## src/hdl/wtu_pkg.sv

```systemverilog
// Package of constants and types for the watchdog timer unit
`default_nettype none
package wtu_pkg;

  // ****************************************************************
  // Clock and timing
  // ****************************************************************
  localparam int unsigned MCLK_FREQ_HZ        = 100_000_000;
  localparam int unsigned SLOW_FREQ_HZ        = 32_000;
  localparam int unsigned PRE_SHORT_DIV       = 32;
  localparam int unsigned PRE_LONG_DIV        = 128;
  localparam int unsigned PRE_SHORT_PERIOD_US = 1000;
  localparam int unsigned PRE_LONG_PERIOD_US  = 4000;
  // Mclk cycles per slow-clock tick, from the nominal 1 ms prescaler period
  localparam int unsigned SLOW_DIV_CYCLES     = (PRE_SHORT_PERIOD_US * (MCLK_FREQ_HZ / 1_000_000)) / PRE_SHORT_DIV;
  localparam int unsigned PRE_W               = 7;
  localparam int unsigned POST_W              = 15;
  localparam int unsigned WIN_W               = 25;

  // ****************************************************************
  // Register map
  // ****************************************************************
  localparam int unsigned ADDR_W              = 12;
  localparam logic [11:0] REG_CONFIG_OFS      = 12'h000;
  localparam logic [11:0] REG_RESET_CTRL_OFS  = 12'h004;

  localparam int unsigned CFG_POST_LSB        = 0;
  localparam int unsigned CFG_POST_W          = 4;
  localparam int unsigned CFG_PRE_BIT         = 4;
  localparam int unsigned CFG_WINOFF_BIT      = 6;
  localparam int unsigned CFG_ALWAYS_ON_BIT   = 7;
  localparam logic [31:0] CFG_RESET           = 32'h0000_004f;

  localparam int unsigned RC_IDLE_BIT         = 2;
  localparam int unsigned RC_SLEEP_BIT        = 3;
  localparam int unsigned RC_TIMEOUT_BIT      = 4;
  localparam int unsigned RC_SOFT_EN_BIT      = 5;
  localparam logic [31:0] RC_RESET            = 32'h0000_0000;

  // ****************************************************************
  // Types
  // ****************************************************************
  typedef enum logic [1:0] {PWR_RUN, PWR_SLEEP, PWR_IDLE} wtu_pwr_state_t;

  typedef struct packed {
    logic              alwaysOn;
    logic              windowDisable;
    logic              prescaleSelect;
    logic [3:0]        postscaleSelect;
  } wtu_cfg_t;

  typedef struct packed {
    logic              psel;
    logic              penable;
    logic              pwrite;
    logic [ADDR_W-1:0] paddr;
    logic [31:0]       pwdata;
  } wtu_apb_req_t;

  typedef struct packed {
    logic              pready;
    logic              pslverr;
    logic [31:0]       prdata;
  } wtu_apb_rsp_t;

endpackage : wtu_pkg
`default_nettype wire

```

## src/hdl/wtu_top.sv

```systemverilog
// Watchdog timer unit with APB register access
`timescale 1ns/1ps
`default_nettype none
module wtu_top
  import wtu_pkg::*;
#(
  parameter int unsigned SLOW_DIV = SLOW_DIV_CYCLES
) (
  input  wire logic         mclk,
  input  wire logic         rst,
  input  wire wtu_apb_req_t apbReq,
  output var  wtu_apb_rsp_t apbRsp,
  input  wire logic         wdClearInstr,
  input  wire logic         powerSaveInstr,
  input  wire logic         powerSaveIdle,
  input  wire logic         wakeEvent,
  input  wire logic         oscSwitchDone,
  input  wire logic         failSafeSwitchDone,
  input  wire logic         sysReset,
  output logic              lowPowerRcOscEn,
  output logic              wdResetOut,
  output logic              wdWakeOut,
  output logic              inSleep,
  output logic              inIdle
);

  // ****************************************************************
  // Window arithmetic
  // ****************************************************************
  // Position and period in slow ticks, so codes 0 and 1 keep exact quarters
  function automatic logic windowOpen(input logic [POST_W-1:0] post, input logic [PRE_W-1:0] pre,
                                      input logic preSel, input logic [3:0] postSel);
    logic [WIN_W-1:0] preDiv;
    logic [WIN_W-1:0] pos;
    logic [WIN_W-1:0] total;
    preDiv = preSel ? WIN_W'(PRE_LONG_DIV) : WIN_W'(PRE_SHORT_DIV);
    pos    = WIN_W'(WIN_W'(post) * preDiv) + WIN_W'(pre);
    total  = preDiv << postSel;
    windowOpen = WIN_W'(pos << 2) >= WIN_W'(total * WIN_W'(3));
  endfunction : windowOpen

  // ****************************************************************
  // State
  // ****************************************************************
  wtu_cfg_t          cfg_reg,       cfg_next;
  wtu_pwr_state_t    pwr_reg,       pwr_next;
  logic [PRE_W-1:0]  pre_reg,       pre_next;
  logic [POST_W-1:0] post_reg,      post_next;
  logic              softEn_reg,    softEn_next;
  logic              timeout_reg,   timeout_next;
  logic              sleepSt_reg,   sleepSt_next;
  logic              idleSt_reg,    idleSt_next;
  logic              wdReset_reg,   wdReset_next;
  logic              wdWake_reg,    wdWake_next;
  logic [31:0]       prdata_reg,    prdata_next;
  logic              pslverr_reg,   pslverr_next;

  logic              wdEnabled;
  logic              divTick;
  logic [PRE_W-1:0]  preLast;
  logic [POST_W-1:0] postLast;
  logic              preTick;
  logic              expire;
  logic              runClr;
  logic              earlyClr;
  logic              psEntry;
  logic              psExit;
  logic              wdogReset;
  logic              devReset;
  logic              countClr;
  logic              setupPh;
  logic              accessPh;
  logic              hitCfg;
  logic              hitRc;
  logic              wrCfg;
  logic              wrRc;
  logic [31:0]       cfgWord;
  logic [31:0]       rcWord;

  // ****************************************************************
  // Enable and slow clock
  // ****************************************************************
  // always-on overrides
  assign wdEnabled       = cfg_reg.alwaysOn || softEn_reg;
  assign lowPowerRcOscEn = wdEnabled;

  wtu_tick_div #(.DIV(SLOW_DIV)) u_tick (
    .mclk  (mclk),
    .rst   (rst),
    .run   (wdEnabled),
    .clear (countClr),
    .tick  (divTick)
  );

  // ****************************************************************
  // Count decode
  // ****************************************************************
  // divide by 32 or 128
  assign preLast  = cfg_reg.prescaleSelect ? PRE_W'(PRE_LONG_DIV - 1) : PRE_W'(PRE_SHORT_DIV - 1);
  // code 1111 is the longest ratio
  assign postLast = 15'h7fff >> (4'hf - cfg_reg.postscaleSelect);
  assign preTick  = divTick && (pre_reg == preLast) &&
                    !(sysReset || earlyClr || oscSwitchDone || failSafeSwitchDone || psEntry || runClr);
  assign expire   = wdEnabled && preTick && (post_reg == postLast);

  assign runClr    = (pwr_reg == PWR_RUN) && wdClearInstr;
  assign earlyClr  = runClr && wdEnabled && !cfg_reg.windowDisable &&
                     !windowOpen(post_reg, pre_reg, cfg_reg.prescaleSelect, cfg_reg.postscaleSelect);
  assign psEntry   = (pwr_reg == PWR_RUN) && powerSaveInstr;
  assign psExit    = (pwr_reg != PWR_RUN) && (wakeEvent || expire);
  assign wdogReset = ((pwr_reg == PWR_RUN) && expire) || earlyClr;
  assign devReset  = sysReset || wdogReset;
  assign countClr  = devReset || oscSwitchDone || failSafeSwitchDone || psEntry || psExit || runClr || !wdEnabled;

  // ****************************************************************
  // Prescaler, postscaler and power state
  // ****************************************************************
  always_comb begin
    pre_next    = pre_reg;
    post_next   = post_reg;
    pwr_next    = pwr_reg;
    wdWake_next = (pwr_reg != PWR_RUN) && expire;
    if (countClr) begin
      pre_next  = '0;
      post_next = '0;
    end else if (divTick) begin
      if (preTick) begin
        pre_next  = '0;
        post_next = post_reg + POST_W'(1);
      end else begin
        pre_next  = pre_reg + PRE_W'(1);
      end
    end
    case (pwr_reg)
      PWR_RUN: begin
        if (psEntry && !devReset) begin
          pwr_next = powerSaveIdle ? PWR_IDLE : PWR_SLEEP;
        end
      end
      PWR_SLEEP, PWR_IDLE: begin
        if (psExit || devReset) begin
          pwr_next = PWR_RUN;
        end
      end
      default: begin
        pwr_next = PWR_RUN;
      end
    endcase
  end

  always_ff @(posedge mclk or posedge rst) begin
    if (rst) begin
      pre_reg    <= '0;
      post_reg   <= '0;
      pwr_reg    <= PWR_RUN;
      wdWake_reg <= 1'b0;
    end else begin
      pre_reg    <= pre_next;
      post_reg   <= post_next;
      pwr_reg    <= pwr_next;
      wdWake_reg <= wdWake_next;
    end
  end

  // ****************************************************************
  // APB slave
  // ****************************************************************
  // Zero wait states; read data is captured in the setup cycle
  assign setupPh  = apbReq.psel && !apbReq.penable;
  assign accessPh = apbReq.psel && apbReq.penable;
  assign hitCfg   = apbReq.paddr == REG_CONFIG_OFS;
  assign hitRc    = apbReq.paddr == REG_RESET_CTRL_OFS;
  assign wrCfg    = accessPh && apbReq.pwrite && hitCfg;
  assign wrRc     = accessPh && apbReq.pwrite && hitRc;

  always_comb begin
    cfgWord = '0;
    cfgWord[CFG_POST_LSB +: CFG_POST_W] = cfg_reg.postscaleSelect;
    cfgWord[CFG_PRE_BIT]                = cfg_reg.prescaleSelect;
    cfgWord[CFG_WINOFF_BIT]             = cfg_reg.windowDisable;
    cfgWord[CFG_ALWAYS_ON_BIT]          = cfg_reg.alwaysOn;
    rcWord = '0;
    rcWord[RC_IDLE_BIT]                 = idleSt_reg;
    rcWord[RC_SLEEP_BIT]                = sleepSt_reg;
    rcWord[RC_TIMEOUT_BIT]              = timeout_reg;
    rcWord[RC_SOFT_EN_BIT]              = softEn_reg;
  end

  always_comb begin
    cfg_next     = cfg_reg;
    prdata_next  = prdata_reg;
    pslverr_next = pslverr_reg;
    wdReset_next = wdogReset;
    if (setupPh) begin
      prdata_next  = hitCfg ? cfgWord : (hitRc ? rcWord : 32'h0000_0000);
      pslverr_next = !(hitCfg || hitRc);
    end
    if (wrCfg) begin
      cfg_next.postscaleSelect = apbReq.pwdata[CFG_POST_LSB +: CFG_POST_W];
      cfg_next.prescaleSelect  = apbReq.pwdata[CFG_PRE_BIT];
      cfg_next.windowDisable   = apbReq.pwdata[CFG_WINOFF_BIT];
      cfg_next.alwaysOn        = apbReq.pwdata[CFG_ALWAYS_ON_BIT];
    end
  end

  // Hardware set wins over a software clear in the same cycle
  always_comb begin
    softEn_next  = wrRc ? apbReq.pwdata[RC_SOFT_EN_BIT] : softEn_reg;
    if (devReset) begin
      softEn_next = 1'b0;
    end
    timeout_next = expire || earlyClr || (wrRc ? apbReq.pwdata[RC_TIMEOUT_BIT] : timeout_reg);
    sleepSt_next = (psEntry && !powerSaveIdle) || (wrRc ? apbReq.pwdata[RC_SLEEP_BIT] : sleepSt_reg);
    idleSt_next  = (psEntry && powerSaveIdle) || (wrRc ? apbReq.pwdata[RC_IDLE_BIT] : idleSt_reg);
  end

  always_ff @(posedge mclk or posedge rst) begin
    if (rst) begin
      cfg_reg     <= wtu_cfg_t'({CFG_RESET[CFG_ALWAYS_ON_BIT], CFG_RESET[CFG_WINOFF_BIT],
                                 CFG_RESET[CFG_PRE_BIT], CFG_RESET[CFG_POST_LSB +: CFG_POST_W]});
      softEn_reg  <= RC_RESET[RC_SOFT_EN_BIT];
      timeout_reg <= RC_RESET[RC_TIMEOUT_BIT];
      sleepSt_reg <= RC_RESET[RC_SLEEP_BIT];
      idleSt_reg  <= RC_RESET[RC_IDLE_BIT];
      wdReset_reg <= 1'b0;
      prdata_reg  <= '0;
      pslverr_reg <= 1'b0;
    end else begin
      cfg_reg     <= cfg_next;
      softEn_reg  <= softEn_next;
      timeout_reg <= timeout_next;
      sleepSt_reg <= sleepSt_next;
      idleSt_reg  <= idleSt_next;
      wdReset_reg <= wdReset_next;
      prdata_reg  <= prdata_next;
      pslverr_reg <= pslverr_next;
    end
  end

  assign apbRsp.pready  = 1'b1;
  assign apbRsp.pslverr = pslverr_reg;
  assign apbRsp.prdata  = prdata_reg;
  assign wdResetOut     = wdReset_reg;
  assign wdWakeOut      = wdWake_reg;
  assign inSleep        = pwr_reg == PWR_SLEEP;
  assign inIdle         = pwr_reg == PWR_IDLE;

  // Cycles between prescaler outputs, valid only across an undisturbed period
  int unsigned gapCnt;
  logic        gapValid;
  always_ff @(posedge mclk or posedge rst) begin
    if (rst) begin
      gapCnt   <= 0;
      gapValid <= 1'b0;
    end else begin
      gapCnt   <= (preTick || countClr) ? 0 : gapCnt + 1;
      gapValid <= (countClr || (accessPh && apbReq.pwrite)) ? 1'b0 : (preTick ? 1'b1 : gapValid);
    end
  end
endmodule : wtu_top
`default_nettype wire

```

## src/hdl/wtu_tick_div.sv

```systemverilog
// Divider that makes the slow watchdog clock as a one-cycle enable
`timescale 1ns/1ps
`default_nettype none
module wtu_tick_div #(
  parameter int unsigned DIV = 3125
) (
  input  wire logic mclk,
  input  wire logic rst,
  input  wire logic run,
  input  wire logic clear,
  output logic      tick
);

  localparam int unsigned CW = (DIV > 1) ? $clog2(DIV) : 1;
  localparam logic [CW-1:0] LAST = CW'(DIV - 1);

  logic [CW-1:0] cnt_reg;
  logic [CW-1:0] cnt_next;

  // ****************************************************************
  // Counter
  // ****************************************************************
  // Clearing restarts the slow phase so every count period is whole
  always_comb begin
    cnt_next = cnt_reg;
    if (clear || !run) begin
      cnt_next = '0;
    end else if (cnt_reg == LAST) begin
      cnt_next = '0;
    end else begin
      cnt_next = cnt_reg + CW'(1);
    end
  end

  always_ff @(posedge mclk or posedge rst) begin
    if (rst) begin
      cnt_reg <= '0;
    end else begin
      cnt_reg <= cnt_next;
    end
  end

  // Tick ignores clear; the parent masks it, as the parent's clear depends on the tick
  assign tick = run && (cnt_reg == LAST);

endmodule : wtu_tick_div
`default_nettype wire

```

## config.mk

```make
export PLATFORM = sky130hd
export DESIGN_NAME = wtu_top
export DESIGN_NICKNAME = d
export VERILOG_FILES = /design/src/hdl/wtu_pkg.sv /design/src/hdl/wtu_top.sv /design/src/hdl/wtu_tick_div.sv
export SDC_FILE = /design/constraint.sdc
export NUM_CORES = 1
export LEC_CHECK = 0
export BUFFER_PORTS_ARGS = -buffer_cell sky130_fd_sc_hd__buf_4
export CAP_MARGIN = 20
export CORE_MARGIN = 4
export CORE_UTILIZATION = 40
export DETAILED_ROUTE_END_ITERATION = 6
export PLACE_DENSITY = 0.6
export SETUP_SLACK_MARGIN = 0.15
export SLEW_MARGIN = 0
export SYNTH_ARGS = -nofsm -noshare
export SYNTH_HDL_FRONTEND = slang
export SYNTH_SLANG_ARGS = --single-unit
export TNS_END_PERCENT = 5
```

## constraint.sdc

```tcl
create_clock -name mclk -period 12 [get_ports mclk]
set_clock_uncertainty 0.15 [all_clocks]
set_input_delay 1.8 -clock mclk [delete_from_list [all_inputs] [get_ports mclk]]
set_output_delay 1.8 -clock mclk [all_outputs]
set_load 0.005 [all_outputs]
```

==> metrics.log <==
INFO  metric cts_setup_buffers = 0
INFO  metric postRouteWirelength = 13600 um
INFO  metric via_count_normalized_by_instance_count = 5.45
INFO  metric critical_path_class = reg -> reg
INFO  metric dp_cells = 892
INFO  metric worstSetupStartpointType = flip-flop
INFO  metric die-width = 129 um
INFO  metric maxClockFrequency = 158 MHz
INFO  metric final_layout_size_suffix_gt1_share = 12.8%
INFO  metric finalSetupViolCount = 0
INFO  metric worst_reg_to_reg_path_cell_count = 18
INFO  metric critical_hold_path_startpoint = prdata_reg[4]
INFO  metric number_of_flops_mapped_to_enable_cells_by_yosys = 0
INFO  metric worst_path_max_delay_cell = sky130_fd_sc_hd__dfrtp_1
INFO  metric post_layout_nonfiller_instances = 908
INFO  metric numPortBuffers = 45
INFO  metric cts.reportedPaths.clkPinSlew = 0.05 ns
INFO  metric ys_seq_elements = 58
INFO  metric synthesis.yosys.warnings = 0
INFO  metric critical_path.max_fanout = 22
INFO  metric vias = 4948
INFO  metric cts-resized-gates = 0
INFO  metric synth.lib_cells_used.distinct = 69
INFO  metric groute.usage.overall = 16.4%
INFO  metric nets = 873
INFO  metric fin_setup_tns = 0 ns
INFO  metric drt-initial-drc-count = 310
INFO  metric max-cap-violations = 0
INFO  metric grt_setup_unrepaired = no
INFO  metric crit-reg2reg-launch = cfgWord[4]
INFO  metric detailed_place_hpwl = 10600 um
INFO  metric clk-insertion-delay-late = 0.33 ns
INFO  metric worst-slew-pin-transition = 1.08 ns
INFO  metric core_area = 0.0141 mm^2
INFO  metric setup.worst_path.end_class = flip-flop
INFO  metric finalHoldWorstSlack = 0.329 ns
INFO  metric outcome = completed
INFO  metric drc_errors = 0
INFO  metric numClockSinks = 58
INFO  metric initial_antenna_violation_count = 0
INFO  metric cts-buffers-inserted = 9
INFO  metric tritoncts = built
INFO  metric n_antenna_cell = 0
INFO  metric die-height = 129 um
INFO  metric cp_slowest_stage_delay = 0.66 ns
INFO  metric synthFlopType = sky130_fd_sc_hd__dfrtp_1
INFO  metric bufs_on_longest_clock_path = 2
INFO  metric worst_ir_drop_vdd = 0.0000670 V
INFO  metric std_cell_rows = 43
INFO  metric cp.arrival = 6.37 ns
INFO  metric worst-r2r-setup-slack = 5.68 ns
INFO  metric grt_start_max_net_pins = 59
INFO  metric drt-pass1-iter-count = 4
INFO  metric min_period = 6.32 ns
INFO  metric static_leakage = 0.00307 uW
INFO  metric synth_async_sr_flop_share = 100%
INFO  metric clock_tree.htree_level_count = 3
INFO  metric timing.final.max_slew_violations = 0
INFO  metric power_per_cell_area = 79.9 mW/mm^2
INFO  metric hold_path_class = reg -> reg
INFO  metric whs_endpoint = prdata_reg[4]
INFO  metric synthCells = 683
INFO  metric syn-cell-area = 0.00586 mm^2
INFO  metric final-hold-violation-count = 0
INFO  metric synth_area_per_cell = 8.58 um^2
INFO  metric dieArea = 0.0167 mm^2
INFO  metric grt.overflow.total = 0
INFO  metric flip_flop_count_of_the_largest_register_after_layout = 15
INFO  metric r2r-end = post_reg[13]
INFO  metric timing.slew.headroom = 27.9%
INFO  metric gp_routability_congestion = 0.849
INFO  metric hold_depth = 2
INFO  metric initial_core_util = 41.6%
INFO  metric cts_root_buf = sky130_fd_sc_hd__clkbuf_16
INFO  metric critical_path_data_required_time = 12.05 ns
INFO  metric area_overhead_vs_synth = 11.5%
INFO  metric first_global_vias = 4718
INFO  metric seq_area_frac_synth = 24.9%
INFO  metric grt_pass1_wl = 22400 um
INFO  metric worst_path_most_repeated_cell = sky130_fd_sc_hd__ha_1
INFO  metric finalCritPeriodShare = 52.6%
INFO  metric detail-route-antenna-nets = 0
INFO  metric design.portCount = 95
INFO  metric cell_by_cell_trace_of_the_critical_path = mux2_2 -> ha_1 -> ha_1 -> ha_1 -> ha_1 -> and4_1 -> a221o_1 -> a211oi_1 -> o311ai_0 -> a21oi_1 -> xor2_1 -> ha_1 -> and4_1 -> nor3b_1 -> a221o_1 -> o211ai_2 -> buf_4 -> nor2_1
INFO  metric wl_per_cell = 15.0 um
INFO  metric hold_buffers = 0
## Yosys cell counts (5+ instances only)
cell | instances | share of area (%)
sky130_fd_sc_hd__xor2_1 | 21 | 3.1
sky130_fd_sc_hd__and2_1 | 5 | 0.53
sky130_fd_sc_hd__nand4_1 | 10 | 1.1
sky130_fd_sc_hd__clkbuf_1 | 21 | 1.3
sky130_fd_sc_hd__xnor2_1 | 33 | 4.9
sky130_fd_sc_hd__nor3b_1 | 5 | 0.64
sky130_fd_sc_hd__mux2_2 | 15 | 2.9
sky130_fd_sc_hd__buf_2 | 5 | 0.43
sky130_fd_sc_hd__dfstp_2 | 5 | 2.2
sky130_fd_sc_hd__nand3b_1 | 5 | 0.64
sky130_fd_sc_hd__mux2i_1 | 10 | 1.7
sky130_fd_sc_hd__a21oi_1 | 27 | 2.3
sky130_fd_sc_hd__nor2_1 | 58 | 3.7
sky130_fd_sc_hd__buf_4 | 26 | 3.3
sky130_fd_sc_hd__nor2b_1 | 8 | 0.85
sky130_fd_sc_hd__ha_1 | 91 | 19
sky130_fd_sc_hd__o21ai_0 | 28 | 2.4
sky130_fd_sc_hd__o31ai_1 | 7 | 0.90
sky130_fd_sc_hd__or3_1 | 6 | 0.64
sky130_fd_sc_hd__nor3_1 | 28 | 2.4
sky130_fd_sc_hd__a21o_1 | 5 | 0.64
sky130_fd_sc_hd__a211oi_1 | 5 | 0.64
sky130_fd_sc_hd__nand2_1 | 55 | 3.5
sky130_fd_sc_hd__or4_1 | 6 | 0.77
sky130_fd_sc_hd__nand3_1 | 31 | 2.6
sky130_fd_sc_hd__dfrtp_1 | 53 | 23
sky130_fd_sc_hd__and3_1 | 8 | 0.85
sky130_fd_sc_hd__inv_1 | 34 | 2.2
## critical path: cells and delay by family, from the launching register on
family | cells | cell delay (ns)
DFF | 1 | 0.66
xor gates and xnor gates | 1 | 0.09
AOI/OAI and AO/OA | 6 | 2.21
adders and majority gates | 5 | 1.60
muxes | 1 | 0.42
buffers and inverters | 1 | 0.38
and+or+nand+nor | 4 | 0.67
## area by class of cell
type | instances | area [um^2]
fillers | 1384 | 7560
multi-input cells | 571 | 4100
flip-flops and latches | 58 | 1460
repair buffers | 49 | 368
clock buffers | 13 | 240
well taps | 180 | 225
inverters | 34 | 128
clock inverters | 3 | 17.5
## where the power goes
part / switching, uW / internal [uW] / total [uW] / leakage, uW
combinational: 52.8 / 37.5 / 90.3 / 0.00217
clock: 88.1 / 139 / 227 / 0.000124
sequential: 5.24 / 200 / 205 / 0.000773
total: 146 / 376 / 522 / 0.00307
## worst max path at each step
stage                                     to  slack, ns        from
final                           post_reg[13]       5.68  cfgWord[4]
after global routing              pre_reg[2]       5.33  cfgWord[4]
after CTS                         pre_reg[2]       5.67  cfgWord[4]
after detailed placement        post_reg[13]       5.68  cfgWord[4]
after global placement          post_reg[10]       5.76  cfgWord[4]
after floorplan           u_tick.cnt_reg[10]       6.28  cfgWord[4]
## metal layers
layer  wire, um  vias up  global-route usage (%)
met2       6410      132                    27.0
met1       6290     2336                    22.3
met3        766       17                    2.56
li1           -     2463                       -
met4        159        0                    4.69
met5          0        -                       0
## placed cells by master (no fill, tap or decap), types with 3 or more instances in the layout
cell type,count
sky130_fd_sc_hd__ha_1,91
sky130_fd_sc_hd__nor2_1,58
sky130_fd_sc_hd__nand2_1,55
sky130_fd_sc_hd__dfrtp_1,53
sky130_fd_sc_hd__buf_4,49
sky130_fd_sc_hd__conb_1,38
sky130_fd_sc_hd__inv_1,33
sky130_fd_sc_hd__xnor2_1,33
sky130_fd_sc_hd__nand3_1,31
sky130_fd_sc_hd__nor3_1,28
sky130_fd_sc_hd__o21ai_0,28
sky130_fd_sc_hd__a21oi_1,27
sky130_fd_sc_hd__xor2_1,21
sky130_fd_sc_hd__mux2_2,15
sky130_fd_sc_hd__nand4_1,10
sky130_fd_sc_hd__mux2i_1,10
sky130_fd_sc_hd__clkbuf_16,9
sky130_fd_sc_hd__nor2b_1,8
sky130_fd_sc_hd__and3_1,8
sky130_fd_sc_hd__o31ai_1,7
sky130_fd_sc_hd__or4_1,6
sky130_fd_sc_hd__or3_1,6
sky130_fd_sc_hd__a21o_1,5
sky130_fd_sc_hd__nor3b_1,5
sky130_fd_sc_hd__a211oi_1,5
sky130_fd_sc_hd__nand3b_1,5
sky130_fd_sc_hd__and2_1,5
sky130_fd_sc_hd__dfstp_2,5
sky130_fd_sc_hd__nand2b_1,4
sky130_fd_sc_hd__a41oi_1,4
sky130_fd_sc_hd__a22o_1,4
sky130_fd_sc_hd__clkbuf_1,4
sky130_fd_sc_hd__nor4_1,3
sky130_fd_sc_hd__o211ai_1,3
sky130_fd_sc_hd__fa_1,3
## through the flow
step	cell area, um^2	setup slack, ns	total power (uW)	utilization (%)
2_1_floorplan	6000	6.28	273	-
3_3_place_gp	6280	5.76	292	44.5
3_5_place_dp	6280	5.68	298	44.5
4_1_cts	6540	5.67	527	46.4
5_1_grt	6540	5.33	550	46.4
6_report	6540	5.68	522	46.4
## logic make-up after synthesis
group | count (synthesis) | synth area share [%]
buffers and inverters | 90 | 7.53
multiplexers | 25 | 4.59
XOR/XNOR | 54 | 8.07
AO/OA/AOI/OAI | 114 | 13.1
adder cells (fa/ha/maj) | 95 | 20.6
other | 2 | 0.128
flip-flops | 58 | 24.9
AND/OR/NAND/NOR | 245 | 21.1
(Power assumes the default switching activity.)
